`src/hcc_cfg.svh`:
```
/*
 * constants of the halt clock controller: register offsets, field positions,
 * reset values and sequence counts.
 * assumes it is included once per compilation unit by its bare name.
 */
`ifndef HCC_CFG_SVH
`define HCC_CFG_SVH

// register byte offsets
`define HCC_CTRL_OFFSET 4'h0
`define HCC_STATUS_OFFSET 4'h4

// control register field positions
`define HCC_CTRL_DIV_BIT 0
`define HCC_CTRL_MS1_BIT 1
`define HCC_CTRL_MS2_BIT 2
`define HCC_CTRL_WSEL_BIT 3

// control reset values: full rate, run mode, long warm-up
`define HCC_CTRL_DIV_RESET 1'b1
`define HCC_CTRL_MS1_RESET 1'b1
`define HCC_CTRL_MS2_RESET 1'b1
`define HCC_CTRL_WSEL_RESET 1'b0

// clk_in cycles per oscillator half period, default
`define HCC_OSC_HALF_DEFAULT 2
// warm-up length as log2 of oscillator periods
`define HCC_WARM_LONG_LOG2 17
`define HCC_WARM_SHORT_LOG2 14
// oscillator half periods waited on an idle restart
`define HCC_RESUME_TICKS 4'h5
// generated clock rising edges for which the reset fan-out stays low
`define HCC_RESET_HOLD 2'h3

// axi response codes
`define HCC_RESP_OKAY 2'h0
`define HCC_RESP_SLVERR 2'h2

`endif

```
`src/hcc_pkg.sv`:
```
/*
 * types of the halt clock controller: sequencer states and the packed
 * state record of the top module.
 * assumes hcc_cfg.svh is on the include path.
 */
package hcc_pkg;
    // clock sequencer states, one-hot
    typedef enum logic [4:0] {
        HCC_S_RUN = 5'h01, // clock running
        HCC_S_IDLE = 5'h02, // halted, oscillator running
        HCC_S_STOP = 5'h04, // halted, oscillator frozen
        HCC_S_WARM = 5'h08, // warm-up counting after a stop
        HCC_S_RESUME = 5'h10 // short delay after an idle restart
    } hcc_state_type;

    // every flip-flop of the top module
    typedef struct packed {
        hcc_state_type st;
        logic [7:0] div; // oscillator half-period divider
        logic phase; // half-rate toggle phase
        logic clk; // generated clock
        logic halt_arm; // halt seen, waiting for the low phase
        logic edge_pend; // latched edge restart
        logic [18:0] warm; // warm-up counter in half periods
        logic [3:0] resume; // idle restart delay
        logic [1:0] rfo_cnt; // reset fan-out stretch
        logic rfo; // reset fan-out, active low
        logic echo; // edge restart echo, active low
        logic [2:0] halt_s; // halted synchroniser + edge stage
        logic [1:0] m1_s; // opcode fetch synchroniser
        logic [1:0] lvl_s; // level restart synchroniser
        logic [2:0] edg_s; // edge restart synchroniser + edge stage
        logic [1:0] rst_s; // reset pin synchroniser
        logic div_sel; // control: full rate when high
        logic ms1; // control: mode select 1
        logic ms2; // control: mode select 2
        logic wsel; // control: short warm-up when high
        logic aw_got;
        logic [3:0] aw_addr;
        logic w_got;
        logic [31:0] w_data;
        logic [3:0] w_strb;
        logic awready;
        logic wready;
        logic bvalid;
        logic [1:0] bresp;
        logic arready;
        logic rvalid;
        logic [31:0] rdata;
        logic [1:0] rresp;
    } hcc_regs_type;
endpackage

```
`src/hcc_halt_clock_ctrl.sv`:
```
/*
 * halt clock controller: makes the processor clock from an oscillator
 * modelled as a one-cycle enable, stops it on halt in idle or stop mode,
 * restarts it on restart or reset pins, with warm-up after a stop unless the reset pin restarts it.
 * assumes clk_in is the only clock; all pins from the processor side are
 * asynchronous and are synchronised here; software sets modes over axi4-lite.
 */
// Overview of operation
// - divide select high: clock equals oscillator rate
// - divide select low: clock is half rate
// - run mode keeps clock going during halt
// - idle mode: oscillator runs, clock held low
// - stop mode: oscillator stops, clock held low
// - outside halt the clock always runs
// - stop clock low at T4 after halt
// - level, edge or reset low restarts clock
// - idle restart resumes after short delay
// - stop restart by pins runs warm-up first
// - warm-up 2^17 or 2^14 oscillator periods
// - reset restart skips the warm-up
// - edge restart passes to echo output
// - reset output feeds processor and peripherals
`include "hcc_cfg.svh"

module hcc_halt_clock_ctrl
    import hcc_pkg::*;
#(
    parameter int OSC_HALF = `HCC_OSC_HALF_DEFAULT, // clk_in cycles per oscillator half period
    parameter int WARM_LONG_LOG2 = `HCC_WARM_LONG_LOG2, // warm-up log2 with select low
    parameter int WARM_SHORT_LOG2 = `HCC_WARM_SHORT_LOG2 // warm-up log2 with select high
) (
    // clock and reset
    input wire logic clk_in,
    input wire logic rst_in,
    // processor side pins
    input wire logic halted_in_n,
    input wire logic opcode_fetch_cycle_in_n,
    input wire logic restart_level_in_n,
    input wire logic restart_edge_in_n,
    input wire logic system_reset_in_n,
    output logic clk_gen_out,
    output logic restart_echo_out_n,
    output logic reset_fanout_out_n,
    // axi4-lite write channels
    input wire logic [3:0] s_axi_awaddr,
    input wire logic s_axi_awvalid,
    output logic s_axi_awready,
    input wire logic [31:0] s_axi_wdata,
    input wire logic [3:0] s_axi_wstrb,
    input wire logic s_axi_wvalid,
    output logic s_axi_wready,
    output logic [1:0] s_axi_bresp,
    output logic s_axi_bvalid,
    input wire logic s_axi_bready,
    // axi4-lite read channels
    input wire logic [3:0] s_axi_araddr,
    input wire logic s_axi_arvalid,
    output logic s_axi_arready,
    output logic [31:0] s_axi_rdata,
    output logic [1:0] s_axi_rresp,
    output logic s_axi_rvalid,
    input wire logic s_axi_rready
);

    // the divider and counter widths are fixed by the state record
    if (OSC_HALF < 1 || OSC_HALF > 256) begin : g_osc_range
        $error("OSC_HALF out of range");
    end
    if (WARM_LONG_LOG2 < 1 || WARM_LONG_LOG2 > 17 || WARM_SHORT_LOG2 < 1 || WARM_SHORT_LOG2 > 17) begin : g_warm_range
        $error("warm-up length out of range");
    end

    // warm-up end in oscillator half periods, minus one
    function automatic logic [18:0] warm_last(input logic sel);
        logic [18:0] n;
        n = sel ? (19'h1 << (WARM_SHORT_LOG2 + 1)) : (19'h1 << (WARM_LONG_LOG2 + 1));
        return n - 19'h1;
    endfunction

    hcc_regs_type q, d;
    logic tick; // one oscillator half period elapsed
    logic osc_on; // oscillator running
    logic stop_mode; // idle or stop selected
    logic restart_req; // any restart condition
    logic edge_fall; // falling edge on the edge restart pin
    logic toggle; // generated clock would change on this tick
    logic aw_now;
    logic w_now;
    logic ar_now;

    // glue decoded from the state record
    always_comb begin
        osc_on = (q.st != HCC_S_STOP);
        tick = osc_on && (q.div == 8'(OSC_HALF - 1));
        stop_mode = !q.ms1 || !q.ms2;
        edge_fall = q.edg_s[2] && !q.edg_s[1];
        restart_req = !q.lvl_s[1] || q.edge_pend || !q.rst_s[1];
        toggle = q.div_sel || q.phase;
        aw_now = s_axi_awvalid && q.awready;
        w_now = s_axi_wvalid && q.wready;
        ar_now = s_axi_arvalid && q.arready;
    end

    // next state of everything
    always_comb begin
        d = q;
        // synchronisers: stage 0 only feeds stage 1
        d.halt_s = {q.halt_s[1:0], halted_in_n};
        d.m1_s = {q.m1_s[0], opcode_fetch_cycle_in_n};
        d.lvl_s = {q.lvl_s[0], restart_level_in_n};
        d.edg_s = {q.edg_s[1:0], restart_edge_in_n};
        d.rst_s = {q.rst_s[0], system_reset_in_n};
        d.echo = q.edg_s[1];
        // oscillator divider freezes in stop
        if (osc_on) begin
            d.div = tick ? 8'h00 : q.div + 8'h01;
        end
        // halted falling edge arms the stop for the next low phase
        if (q.halt_s[2] && !q.halt_s[1]) begin
            d.halt_arm = 1'b1;
        end else if (q.halt_s[1]) begin
            d.halt_arm = 1'b0; // processor left halt: a stale arm would stop a later mode change
        end
        // sequencer
        case (q.st)
            HCC_S_RUN: begin
                d.edge_pend = 1'b0; // edges while clocking go to the processor, not to the next halt
                if (tick) begin
                    d.phase = !q.phase;
                    // stop only where a rising edge was due, so the last low is whole
                    if (toggle && !q.clk && q.halt_arm && q.m1_s[1] && stop_mode) begin
                        d.halt_arm = 1'b0;
                        d.phase = 1'b0;
                        d.st = q.ms1 ? HCC_S_STOP : HCC_S_IDLE;
                    end else if (toggle) begin
                        d.clk = !q.clk;
                    end
                end
            end
            HCC_S_IDLE: begin
                d.clk = 1'b0;
                if (restart_req) begin
                    d.edge_pend = 1'b0;
                    d.resume = 4'h0;
                    d.st = HCC_S_RESUME;
                end
            end
            HCC_S_STOP: begin
                d.clk = 1'b0;
                if (!q.rst_s[1]) begin
                    d.edge_pend = 1'b0;
                    d.st = HCC_S_RUN;
                end else if (restart_req) begin
                    d.edge_pend = 1'b0;
                    d.warm = 19'h0;
                    d.st = HCC_S_WARM;
                end
            end
            HCC_S_WARM: begin
                // reset during warm-up cuts it short
                if (!q.rst_s[1]) begin
                    d.st = HCC_S_RUN;
                end else if (tick) begin
                    d.warm = q.warm + 19'h1;
                    if (q.warm == warm_last(q.wsel)) begin
                        d.st = HCC_S_RUN;
                    end
                end
            end
            HCC_S_RESUME: begin
                if (tick) begin
                    d.resume = q.resume + 4'h1;
                    if (q.resume == `HCC_RESUME_TICKS - 4'h1) begin
                        d.st = HCC_S_RUN;
                    end
                end
            end
            default: begin
                d.st = HCC_S_RUN;
                d.clk = 1'b0;
            end
        endcase
        // set wins over the clear taken above
        if (edge_fall) begin
            d.edge_pend = 1'b1;
        end
        // reset fan-out: low with the pin, then for a few generated clocks
        if (!q.rst_s[1]) begin
            d.rfo = 1'b0;
            d.rfo_cnt = 2'h0;
        end else if (!q.rfo && d.clk && !q.clk) begin
            d.rfo_cnt = q.rfo_cnt + 2'h1;
            if (q.rfo_cnt == `HCC_RESET_HOLD - 2'h1) begin
                d.rfo = 1'b1;
            end
        end
        // axi write: address and data in either order
        if (aw_now) begin
            d.aw_got = 1'b1;
            d.aw_addr = s_axi_awaddr;
            d.awready = 1'b0;
        end
        if (w_now) begin
            d.w_got = 1'b1;
            d.w_data = s_axi_wdata;
            d.w_strb = s_axi_wstrb;
            d.wready = 1'b0;
        end
        if (q.aw_got && q.w_got && !q.bvalid) begin
            d.bvalid = 1'b1;
            d.aw_got = 1'b0;
            d.w_got = 1'b0;
            if (q.aw_addr == `HCC_CTRL_OFFSET) begin
                d.bresp = `HCC_RESP_OKAY;
                if (q.w_strb[0]) begin
                    d.div_sel = q.w_data[`HCC_CTRL_DIV_BIT];
                    d.ms1 = q.w_data[`HCC_CTRL_MS1_BIT];
                    d.ms2 = q.w_data[`HCC_CTRL_MS2_BIT];
                    d.wsel = q.w_data[`HCC_CTRL_WSEL_BIT];
                end
            end else if (q.aw_addr == `HCC_STATUS_OFFSET) begin
                d.bresp = `HCC_RESP_OKAY; // status is read only, write ignored
            end else begin
                d.bresp = `HCC_RESP_SLVERR;
            end
        end
        if (q.bvalid && s_axi_bready) begin
            d.bvalid = 1'b0;
            d.awready = 1'b1;
            d.wready = 1'b1;
        end
        // axi read
        if (ar_now) begin
            d.arready = 1'b0;
            d.rvalid = 1'b1;
            d.rresp = `HCC_RESP_OKAY;
            d.rdata = 32'h0;
            if (s_axi_araddr == `HCC_CTRL_OFFSET) begin
                d.rdata[`HCC_CTRL_DIV_BIT] = q.div_sel;
                d.rdata[`HCC_CTRL_MS1_BIT] = q.ms1;
                d.rdata[`HCC_CTRL_MS2_BIT] = q.ms2;
                d.rdata[`HCC_CTRL_WSEL_BIT] = q.wsel;
            end else if (s_axi_araddr == `HCC_STATUS_OFFSET) begin
                d.rdata[4:0] = q.st;
                d.rdata[5] = q.edge_pend;
                d.rdata[6] = q.halt_arm;
                d.rdata[7] = q.rfo;
            end else begin
                d.rresp = `HCC_RESP_SLVERR;
            end
        end
        if (q.rvalid && s_axi_rready) begin
            d.rvalid = 1'b0;
            d.arready = 1'b1;
        end
    end

    // single register bank; synchronisers reset to the idle-high pin level
    always_ff @(posedge clk_in) begin
        if (rst_in) begin
            q <= '0;
            q.st <= HCC_S_RUN;
            q.halt_s <= 3'h7;
            q.m1_s <= 2'h3;
            q.lvl_s <= 2'h3;
            q.edg_s <= 3'h7;
            q.rst_s <= 2'h3;
            q.rfo <= 1'b1;
            q.echo <= 1'b1;
            q.div_sel <= `HCC_CTRL_DIV_RESET;
            q.ms1 <= `HCC_CTRL_MS1_RESET;
            q.ms2 <= `HCC_CTRL_MS2_RESET;
            q.wsel <= `HCC_CTRL_WSEL_RESET;
            q.awready <= 1'b1;
            q.wready <= 1'b1;
            q.arready <= 1'b1;
        end else begin
            q <= d;
        end
    end

    // outputs straight from the register bank
    assign clk_gen_out = q.clk;
    assign restart_echo_out_n = q.echo;
    assign reset_fanout_out_n = q.rfo;
    assign s_axi_awready = q.awready;
    assign s_axi_wready = q.wready;
    assign s_axi_bvalid = q.bvalid;
    assign s_axi_bresp = q.bresp;
    assign s_axi_arready = q.arready;
    assign s_axi_rvalid = q.rvalid;
    assign s_axi_rdata = q.rdata;
    assign s_axi_rresp = q.rresp;
endmodule

```
`config.mk`:
```
export PLATFORM = sky130hd
export DESIGN_NAME = hcc_halt_clock_ctrl
export DESIGN_NICKNAME = d
export VERILOG_FILES = /design/src/hcc_pkg.sv /design/src/hcc_halt_clock_ctrl.sv
export VERILOG_INCLUDE_DIRS = /design/src
export SDC_FILE = /design/constraint.sdc
export NUM_CORES = 1
export LEC_CHECK = 0
export BUFFER_PORTS_ARGS = -buffer_cell sky130_fd_sc_hd__buf_4
export CAP_MARGIN = 20
export CORE_UTILIZATION = 25
export CTS_CLUSTER_DIAMETER = 80
export CTS_CLUSTER_SIZE = 16
export DETAILED_ROUTE_END_ITERATION = 8
export GPL_TIMING_DRIVEN = 0
export PLACE_DENSITY = 0.49
export RECOVER_POWER = 100
export SKIP_CTS_REPAIR_TIMING = 1
export SLEW_MARGIN = 40
export SYNTH_ARGS = -nofsm -noshare
export SYNTH_HDL_FRONTEND = slang
export SYNTH_SLANG_ARGS = --single-unit
```
`constraint.sdc`:
```
create_clock -name clk_in -period 2.23 [get_ports clk_in]
set_input_delay 0.223 -clock clk_in [delete_from_list [all_inputs] [get_ports clk_in]]
set_output_delay 0.223 -clock clk_in [all_outputs]
set_load 0.005 [all_outputs]
```
==> results of run 1 <==
[layout make-up]
type,instances,area [µm²]
Sequential cell,85,1700
Clock inverter,6,52.6
Tap cell,216,270
Inverter,14,52.6
Fill cell,1720,10800
Timing Repair Buffer,41,304
Multi-Input combinational cell,333,2010
Clock buffer,10,239
Buffer,56,350
[synth_stat cells, drive strengths merged, types with 13 or more instances]
cell,number,share of area
a21oi,41,0.051
buf,41,0.073
clkbuf,15,0.014
dfxtp,85,0.42
inv,14,0.013
nand2,36,0.035
nand3,16,0.020
nand4,13,0.020
nor2,51,0.048
nor3,18,0.024
or2,14,0.022
xnor2,21,0.046
[metrics by stage]
stage | setup WS, ns | instance area (µm²)
final | 0.166 | 4990
after global placement | 0.0698 | 4690
after global routing | 0.0156 | 4990
after detailed placement | 0.0295 | 4690
after CTS | 0.0151 | 4980
after floorplan | 0.270 | 4120
[state kept, by name (all words and copies together) (netlist names)]
signal and cells:
q 60, s_axi_awready 1, s_axi_rresp 1, s_axi_bresp 1, reset_fanout_out_n 1, clk_gen_out 1
s_axi_wready 1, s_axi_bvalid 1, d 7, s_axi_rvalid 1, restart_echo_out_n 1, s_axi_rdata 8
s_axi_arready 1
[power by group]
part | switching, W | total, W | internal (W)
Sequential | 0.0000392 | 0.00161 | 0.00157
Combinational | 0.000154 | 0.000307 | 0.000153
Clock | 0.000680 | 0.00148 | 0.000805
Total | 0.000873 | 0.00340 | 0.00252
[cells by family after synthesis]
kind of cell | Yosys count
fa+ha+maj | 7
other cells | 1
flops | 85
compound gates | 79
simple gates | 188
buf+inv | 70
mux | 8
xor+xnor | 25
[layer usage]
layer | up-vias | GRT usage | part of all wire
met2 | 61 | 0.177 | 0.45
li1 | 1699 | - | -
met4 | 0 | 0.0602 | 0.021
met3 | 13 | 0.0233 | 0.035
met1 | 1534 | 0.153 | 0.50
met5 | - | 0 | 0
[worst min-delay path by stage]
stage / start / end / slack, ns / cells past startpoint
2_1_floorplan: s_axi_awvalid / s_axi_awready / 0.32 / 1
3_3_place_gp: d[90] / d[91] / 0.39 / 1
3_5_place_dp: d[97] / d[98] / 0.40 / 1
4_1_cts: opcode_fetch_cycle_in_n / d[95] / 0.04 / 2
5_1_grt: opcode_fetch_cycle_in_n / d[95] / 0.05 / 2
6_report: opcode_fetch_cycle_in_n / d[95] / 0.05 / 2
[critical path, stage by stage (launching register included)]
cell,delay (ns)
dfxtp_1,0.34
inv_1,0.06
ha_1,0.15
nor4b_4,0.18
buf_4,0.18
nand2_4,0.08
or4_1,0.53
a22o_1,0.27
nor4b_1,0.14
==> flow_summary.yaml, run 1 <==
place:
  dp_hpwl_um: 6700
  io_buffers: 40
  dp_cells: 744
  globalplace.congestion: 0.769
drt:
  drt_iter0_drc: 151
  num_vias: 3307
  routed_wl_um: 9050
  via_per_inst: 4.35
  wl_per_cell_um: 11.9
  ant_nets: 0
  firstDrtPassIters: 4
  drc_errors: 0
sta:
  fin_tns_setup_ns: 0
  rsz0062_at_grt: "no"
  whs_ns: 0.0540
  fin_worst_skew_ns: 0.00744
  setup_viol: 0
  fmax_ghz: 0.485
  post-route-period-util: 0.925
  tightest_slew_ns: 0.569
  hold_violations: 0
  drv_slew: 0
  post-route-min-period_ns: 2.06
  relSlewSlack: 0.620
synthesis:
  ys_types: 58
  synthAdderAreaFrac: 0.0218
  synth_area_per_cell_um2: 8.69
  ys_seq_elements: 85
  yosysWarnings: 0
  synthArstFlopShare: 0
  yosysSeqAreaShare: 0.423
  synthCells: 463
  synth_flop_cell: "dfxtp_1"
  synth_xor_area_frac: 0.0544
  muxShareOfSynthArea: 0.0202
  synth_top_family_by_area: "simple AND/OR/NAND/NOR gates"
  yosys.area_share.simple: 0.251
  syn-cell-area_mm2: 0.00402
  synth_compound_area_frac: 0.129
  synth_edf_count: 0
clocking:
  cts.sinks: 85
  clk_latency_ns: 0.35
  htreeDepth: 3
  cts-buffers-inserted: 9
  cts.root.buffer_cell: "clkbuf_16"
  clk_pin_slew_worst_paths_ns: 0.07
  cts_tree: "built"
  clock_path_buffers: 2
layout:
  final_nets: 603
  final_cell_mix: "84 x dfxtp_1, 58 x buf_4, 51 x nor2_1"
  fin_util: 0.316
  insertedDiodeCount: 0
  drive_gt1_frac: 0.228
  syn_to_final_growth_pct: 23.9
  final_common_cell: "dfxtp_1"
  final_cells: 761
outcome:
  status: "finished clean"
global_routing:
  grt_overflow: 0
  grt_max_degree: 17
  first_global_vias: 3047
  grt_use_total: 0.115
  antenna_found_initial: 0
  grt_pass1_wl_um: 14800
power:
  pwr_density_cell_mw_per_mm2: 681
  leakage_nw: 1.90
  vdd_ir_drop_max_mv: 0.339
  p_total_w: 0.00340
worst_setup_path:
  crit_required_ns: 2.44
  worstSetupEndpointType: "flip-flop"
  cp_max_fo: 7
  startpoint: "q[131]"
  worst_r2r_endpoint: "q[141]"
  rr_worst_depth: 8
  r2r_start: "q[131]"
  worstSetupPathType: "reg2reg"
  start_kind: "flip-flop"
  rrSetupSlack_ns: 0.17
  crit_end: "q[141]"
  critPathArrivalTime_ns: 2.27
die:
  dieArea_mm2: 0.0166
  start_util: 0.255
  die_w_um: 129
  core-area_mm2: 0.0158
  rows: 46
  num_io_pins: 100
  die_h_um: 129
flow_run:
  maxCapViolCount: 0
min_path:
  hp-class: "in2reg"
Note: power is estimated with default switching activity, not from simulation.
==> run 2, diff against run 1 <==
CORE_MARGIN = 1   (was default)
PLACE_DENSITY = 0.46   (was 0.49)
==> run 2 against run 1 <==
Global-route usage increased by 0.17 points. Core utilization fell by 0.063 points. Die area unchanged. Setup slack lost 0.034 ns. Clock power down 3%. Routed wire length increased by 0.73%. Critical path depth is 1 lower. Maximum frequency shrank 1.6%. Clock-buffer cell count unchanged. Cell area decreased by 0.20%. Combinational power barely moved. Via count decreased by 0.67%. Critical endpoint unchanged.
==> flow_summary.yaml, run 2 (synthesis results as in run 1) <==
outcome:
  status: "finished clean"
die:
  core-area_mm2: 0.0158
  start_util: 0.255
  die_h_um: 129
  num_io_pins: 100
  rows: 46
  dieArea_mm2: 0.0166
  die_w_um: 129
layout:
  syn_to_final_growth_pct: 23.7
  largest_register_ffs: 60
  final_nets: 603
  final_common_cell: "dfxtp_1"
  final_cell_mix: "85 x dfxtp_1, 58 x buf_4, 51 x nor2_1"
  fin_util: 0.316
  drive_gt1_frac: 0.226
  top_register: "q"
  insertedDiodeCount: 0
clocking:
  cts.root.buffer_cell: "clkbuf_16"
  clk_pin_slew_worst_paths_ns: 0.07
  cts-buffers-inserted: 9
  htreeDepth: 3
  clk_latency_ns: 0.35
  cts.sinks: 85
  clock_path_buffers: 2
  cts_tree: "built"
worst_setup_path:
  worstSetupEndpointType: "flip-flop"
  crit_required_ns: 2.44
  start_kind: "flip-flop"
  critPathArrivalTime_ns: 2.31
  cp_max_fo: 7
  worstSetupPathType: "reg2reg"
power:
  p_switching_w: 0.000852
  leakage_nw: 1.90
  vdd_ir_drop_max_mv: 0.327
  switching_share: 0.255
  comb_power_share: 0.091
  p_total_w: 0.00334
  power.share.clock: 0.429
  p_seq_frac: 0.480
  p_int_w: 0.00249
  pwr_density_cell_mw_per_mm2: 672
drt:
  via_per_inst: 4.32
  firstDrtPassIters: 4
  drt_iter0_drc: 148
  drc_errors: 0
  num_vias: 3285
  routed_wl_um: 9120
  wl_per_cell_um: 12.0
  ant_nets: 0
sta:
  post-route-period-util: 0.941
  fin_worst_skew_ns: 0.00670
  drv_slew: 0
  hold_violations: 0
  setup_viol: 0
  relSlewSlack: 0.582
  fin_tns_setup_ns: 0
  post-route-min-period_ns: 2.10
  tightest_slew_ns: 0.626
  layout_setup_ws_ns: 0.132
  fmax_ghz: 0.477
  whs_ns: 0.0535
global_routing:
  grt_overflow: 0
  grt_pass1_wl_um: 15100
  first_global_vias: 3084
  grt_use_total: 0.117
  grt_max_degree: 17
  antenna_found_initial: 0
place:
  io_buffers: 40
  dp_hpwl_um: 6650
  globalplace.congestion: 0.749
  place_ws_ns: 0.0363
min_path:
  hp-class: "in2reg"
flow_run:
  maxCapViolCount: 0
## run 2: cell types whose count changed in the layout (fill, tap and decap cells not counted), sizes merged
cell	before	now
buf	60	62
clkbuf	47	45
clkinv	0	1
clkinvlp	2	1
## run 2: through the flow
stage / instance area [µm²] / cells
finish: 4980 / 761
global route: 4980 / 761
CTS: 4970 / 760
detailed placement: 4690 / 744
global placement: 4690 / 744
floorplan: 4120 / 488
## run 2: critical path, cell delays in order (launching register included)
cell and delay (ns):
dfxtp_1 0.40, ha_1 0.19, nor4b_4 0.18, buf_4 0.18, nand2_4 0.08, or4_1 0.52
a22o_1 0.26, nor4b_1 0.14
## run 2: layout make-up
type	count	area, µm²
fillers	1717	10800
multi-input cells	333	2020
flip-flops and latches	85	1700
plain buffers	56	352
repair buffers	41	300
well taps	216	270
clock buffers	10	229
inverters	14	52.6
clock inverters	6	51.3
## run 2: per-layer routing
metal  vias up  track usage  part of all wire
li1       1703            -                 -
met1      1516        0.155              0.50
met2        54        0.178              0.44
met3        12       0.0378             0.038
met4         0       0.0429             0.018
met5         -            0                 0
## run 2: final timing paths
check,startpoint,to,slack [ns],depth (start not counted)
worst max-delay path,q[130],q[141],0.13,7
worst min-delay path,halted_in_n,d[97],0.05,2
worst max register to register,q[130],q[141],0.13,7
worst min register to register,d[88],q[88],0.41,1
## run 2: power groups by stage
stage | Combinational, W | Clock, W | Sequential (W)
floorplan | 0.000206 | 0 | 0.00163
global placement | 0.000302 | 0 | 0.00164
detailed placement | 0.000306 | 0 | 0.00164
CTS | 0.000307 | 0.00149 | 0.00161
global route | 0.000346 | 0.00156 | 0.00161
finish | 0.000305 | 0.00143 | 0.00161
==> run 3, diff against run 2 <==
ABC_AREA = 1   (was default)
ABC_CLOCK_PERIOD_IN_PS = 2230   (was default)
HOLD_SLACK_MARGIN = 0.15   (was default)
PLACE_DENSITY = 0.45   (was 0.46)
==> run 3 against run 2 <==
Register-to-register slack better by 0.13 ns. Largest power group unchanged. Setup slack better by 0.13 ns. Flip-flop and latch count stayed put. Synthesized cell count is 32% higher. Routed wire length is 18% higher. Area after synthesis is 6.7% higher. Critical path depth is 2 higher. Largest cell class unchanged. Global-route usage is 1.1 points higher. Combinational power grew to 3.1 times the previous value. Clock-buffer cell count is 1 higher. Highest routed layer unchanged.
==> flow_summary.yaml, run 3 <==
layout:
  fill_cells: 1871
  syn_to_final_growth_pct: 24.7
  largest_register_ffs: 60
  final_nets: 756
  final_area_mm2: 0.00535
  final_cell_mix: "129 x nand2_1, 89 x nor2_1, 85 x dfxtp_1"
  top_register: "q"
  final_cells: 918
  insertedDiodeCount: 0
  final_common_cell: "nand2_1"
  drive_gt1_frac: 0.179
drt:
  firstDrtPassIters: 4
  wl_per_cell_um: 11.7
  drc_errors: 0
  drt_iter0_drc: 254
  ant_nets: 0
  num_vias: 3949
  routed_wl_um: 10800
  via_per_inst: 4.30
synthesis:
  synth_area_per_cell_um2: 7.05
  synth.most_common_cell: "nand2_1"
  synthCells: 609
  yosysTopAreaCell: "dfxtp_1"
  synth_flop_cell: "dfxtp_1"
  ys_seq_elements: 85
  yosysSeqAreaShare: 0.396
  syn-cell-area_mm2: 0.00429
  synth_common_cells: "128 x nand2_1, 90 x nor2_1, 85 x dfxtp_1"
  synth_top_area_frac: 0.396
  synthArstFlopShare: 0
  ys_types: 38
  yosysWarnings: 0
  synth_edf_count: 0
  synthTopCellsByArea: "dfxtp_1 40%, nand2_1 11%, nor2_1 7.9%"
sta:
  tightest_slew_ns: 0.732
  post-route-period-util: 0.882
  relSlewSlack: 0.510
  post-route-min-period_ns: 1.97
  rsz0062_at_grt: "no"
  fin_worst_skew_ns: 0.00615
  fin_tns_setup_ns: 0
  whs_ns: 0.130
  setup_viol: 0
  hold_violations: 0
  drv_slew: 0
  fmax_ghz: 0.508
power:
  vdd_ir_drop_max_mv: 0.445
  leakage_nw: 2.33
  pwr_density_cell_mw_per_mm2: 816
global_routing:
  grt_use_total: 0.128
  grt_pass1_wl_um: 17800
  antenna_found_initial: 0
  grt_max_degree: 15
  grt_overflow: 0
  first_global_vias: 3689
clocking:
  cts-buffers-inserted: 9
  cts.root.buffer_cell: "clkbuf_16"
  htreeDepth: 3
  cts_tree: "built"
  cts.sinks: 85
  clk_pin_slew_worst_paths_ns: 0.06
  clk_latency_ns: 0.35
  clock_path_buffers: 2
place:
  place_area_mm2: 0.00498
  io_buffers: 42
  globalplace.congestion: 0.817
  dp_cells: 896
  dp_hpwl_um: 8230
die:
  die_h_um: 133
  dieArea_mm2: 0.0177
  start_util: 0.257
  die_w_um: 133
  core-area_mm2: 0.0167
  num_io_pins: 100
  rows: 47
worst_setup_path:
  cp_max_fo: 9
  worstSetupEndpointType: "flip-flop"
  r2r_start: "q[142]"
  worstSetupPathType: "reg2reg"
  crit_required_ns: 2.47
  start_kind: "flip-flop"
  crit_end: "q[142]"
  worst_r2r_endpoint: "q[142]"
  startpoint: "q[142]"
  rr_worst_depth: 9
  critPathArrivalTime_ns: 2.21
  rrSetupSlack_ns: 0.26
min_path:
  hp-class: "in2reg"
flow_run:
  maxCapViolCount: 0
outcome:
  status: "finished clean"
[run 3: cell types whose count changed in the layout (fill, tap and decap cells not counted), moves of 6 or more]
cell	delta
clkbuf_1	-8
clkbuf_4	+6
dlygate4sd3_1	+6
inv_1	+44
mux2i_1	-7
nand2_1	+94
nand3_1	+17
nor2_1	+38
o21ai_0	+20
xnor2_1	-21
[run 3: through the flow]
step / total power (W) / worst slack, ns / util
after CTS: 0.00443 / 0.177 / 0.318
after floorplan: 0.00244 / 0.632 / -
final: 0.00437 / 0.262 / 0.320
after global routing: 0.00463 / 0.0509 / 0.320
after detailed placement: 0.00273 / 0.179 / 0.298
after global placement: 0.00271 / 0.144 / 0.298
[run 3: routing by layer]
metal	GRT usage	wire, µm	vias up	part of all wire
met4	0.0670	258	0	0.024
met3	0.0291	452	15	0.042
li1	-	-	2072	-
met1	0.159	5100	1776	0.47
met2	0.208	4950	86	0.46
met5	0	0	-	0
[run 3: logic make-up (layout without fill, tap and decap cells)]
kind of cell / Yosys count / count (layout) / synth area share
compound gates: 88 / 88 / 0.110
xor+xnor: 7 / 7 / 0.0143
fa+ha+maj: 7 / 7 / 0.0204
buf+inv: 108 / 172 / 0.131
flops: 85 / 85 / 0.396
other cells: 1 / 26 / 0.000874
simple gates: 313 / 313 / 0.326
[run 3: how the worst min path moves through the flow]
stage | endpoint | cells after the start | start
CTS | d[97] | 2 | halted_in_n
finish | q[41] | 3 | s_axi_wstrb[0]
global placement | d[98] | 1 | d[97]
global route | q[47] | 3 | s_axi_wdata[2]
detailed placement | d[98] | 1 | d[97]
floorplan | d[88] | 1 | system_reset_in_n
[run 3: worst max-delay path, cell delays in order (launching register included)]
cell and delay [ns]:
dfxtp_1 0.41, inv_1 0.13, nand3_1 0.33, nand2_1 0.24, nand2_1 0.11, nand2_1 0.11
nor2_2 0.29, nand3_1 0.12, nand2_1 0.08, nor2_1 0.05
[run 3: final cells by class]
type / count / area (µm²) / share of cell area
Clock inverter: 5 / 82.6 / 0.0154
Timing Repair Buffer: 48 / 368 / 0.0687
Multi-Input combinational cell: 441 / 2120 / 0.396
Tap cell: 220 / 275 / 0.0514
Sequential cell: 85 / 1700 / 0.318
Clock buffer: 11 / 253 / 0.0472
Inverter: 60 / 225 / 0.0421
Buffer: 48 / 327 / 0.0610
[run 3: where the power goes]
group | total (W) | leakage (nW) | internal [W] | switching, W
combinational | 0.000939 | 1.47 | 0.000345 | 0.000594
sequential | 0.00174 | 0.695 | 0.00164 | 0.000102
clock | 0.00169 | 0.166 | 0.00104 | 0.000645
total | 0.00437 | 2.33 | 0.00303 | 0.00134
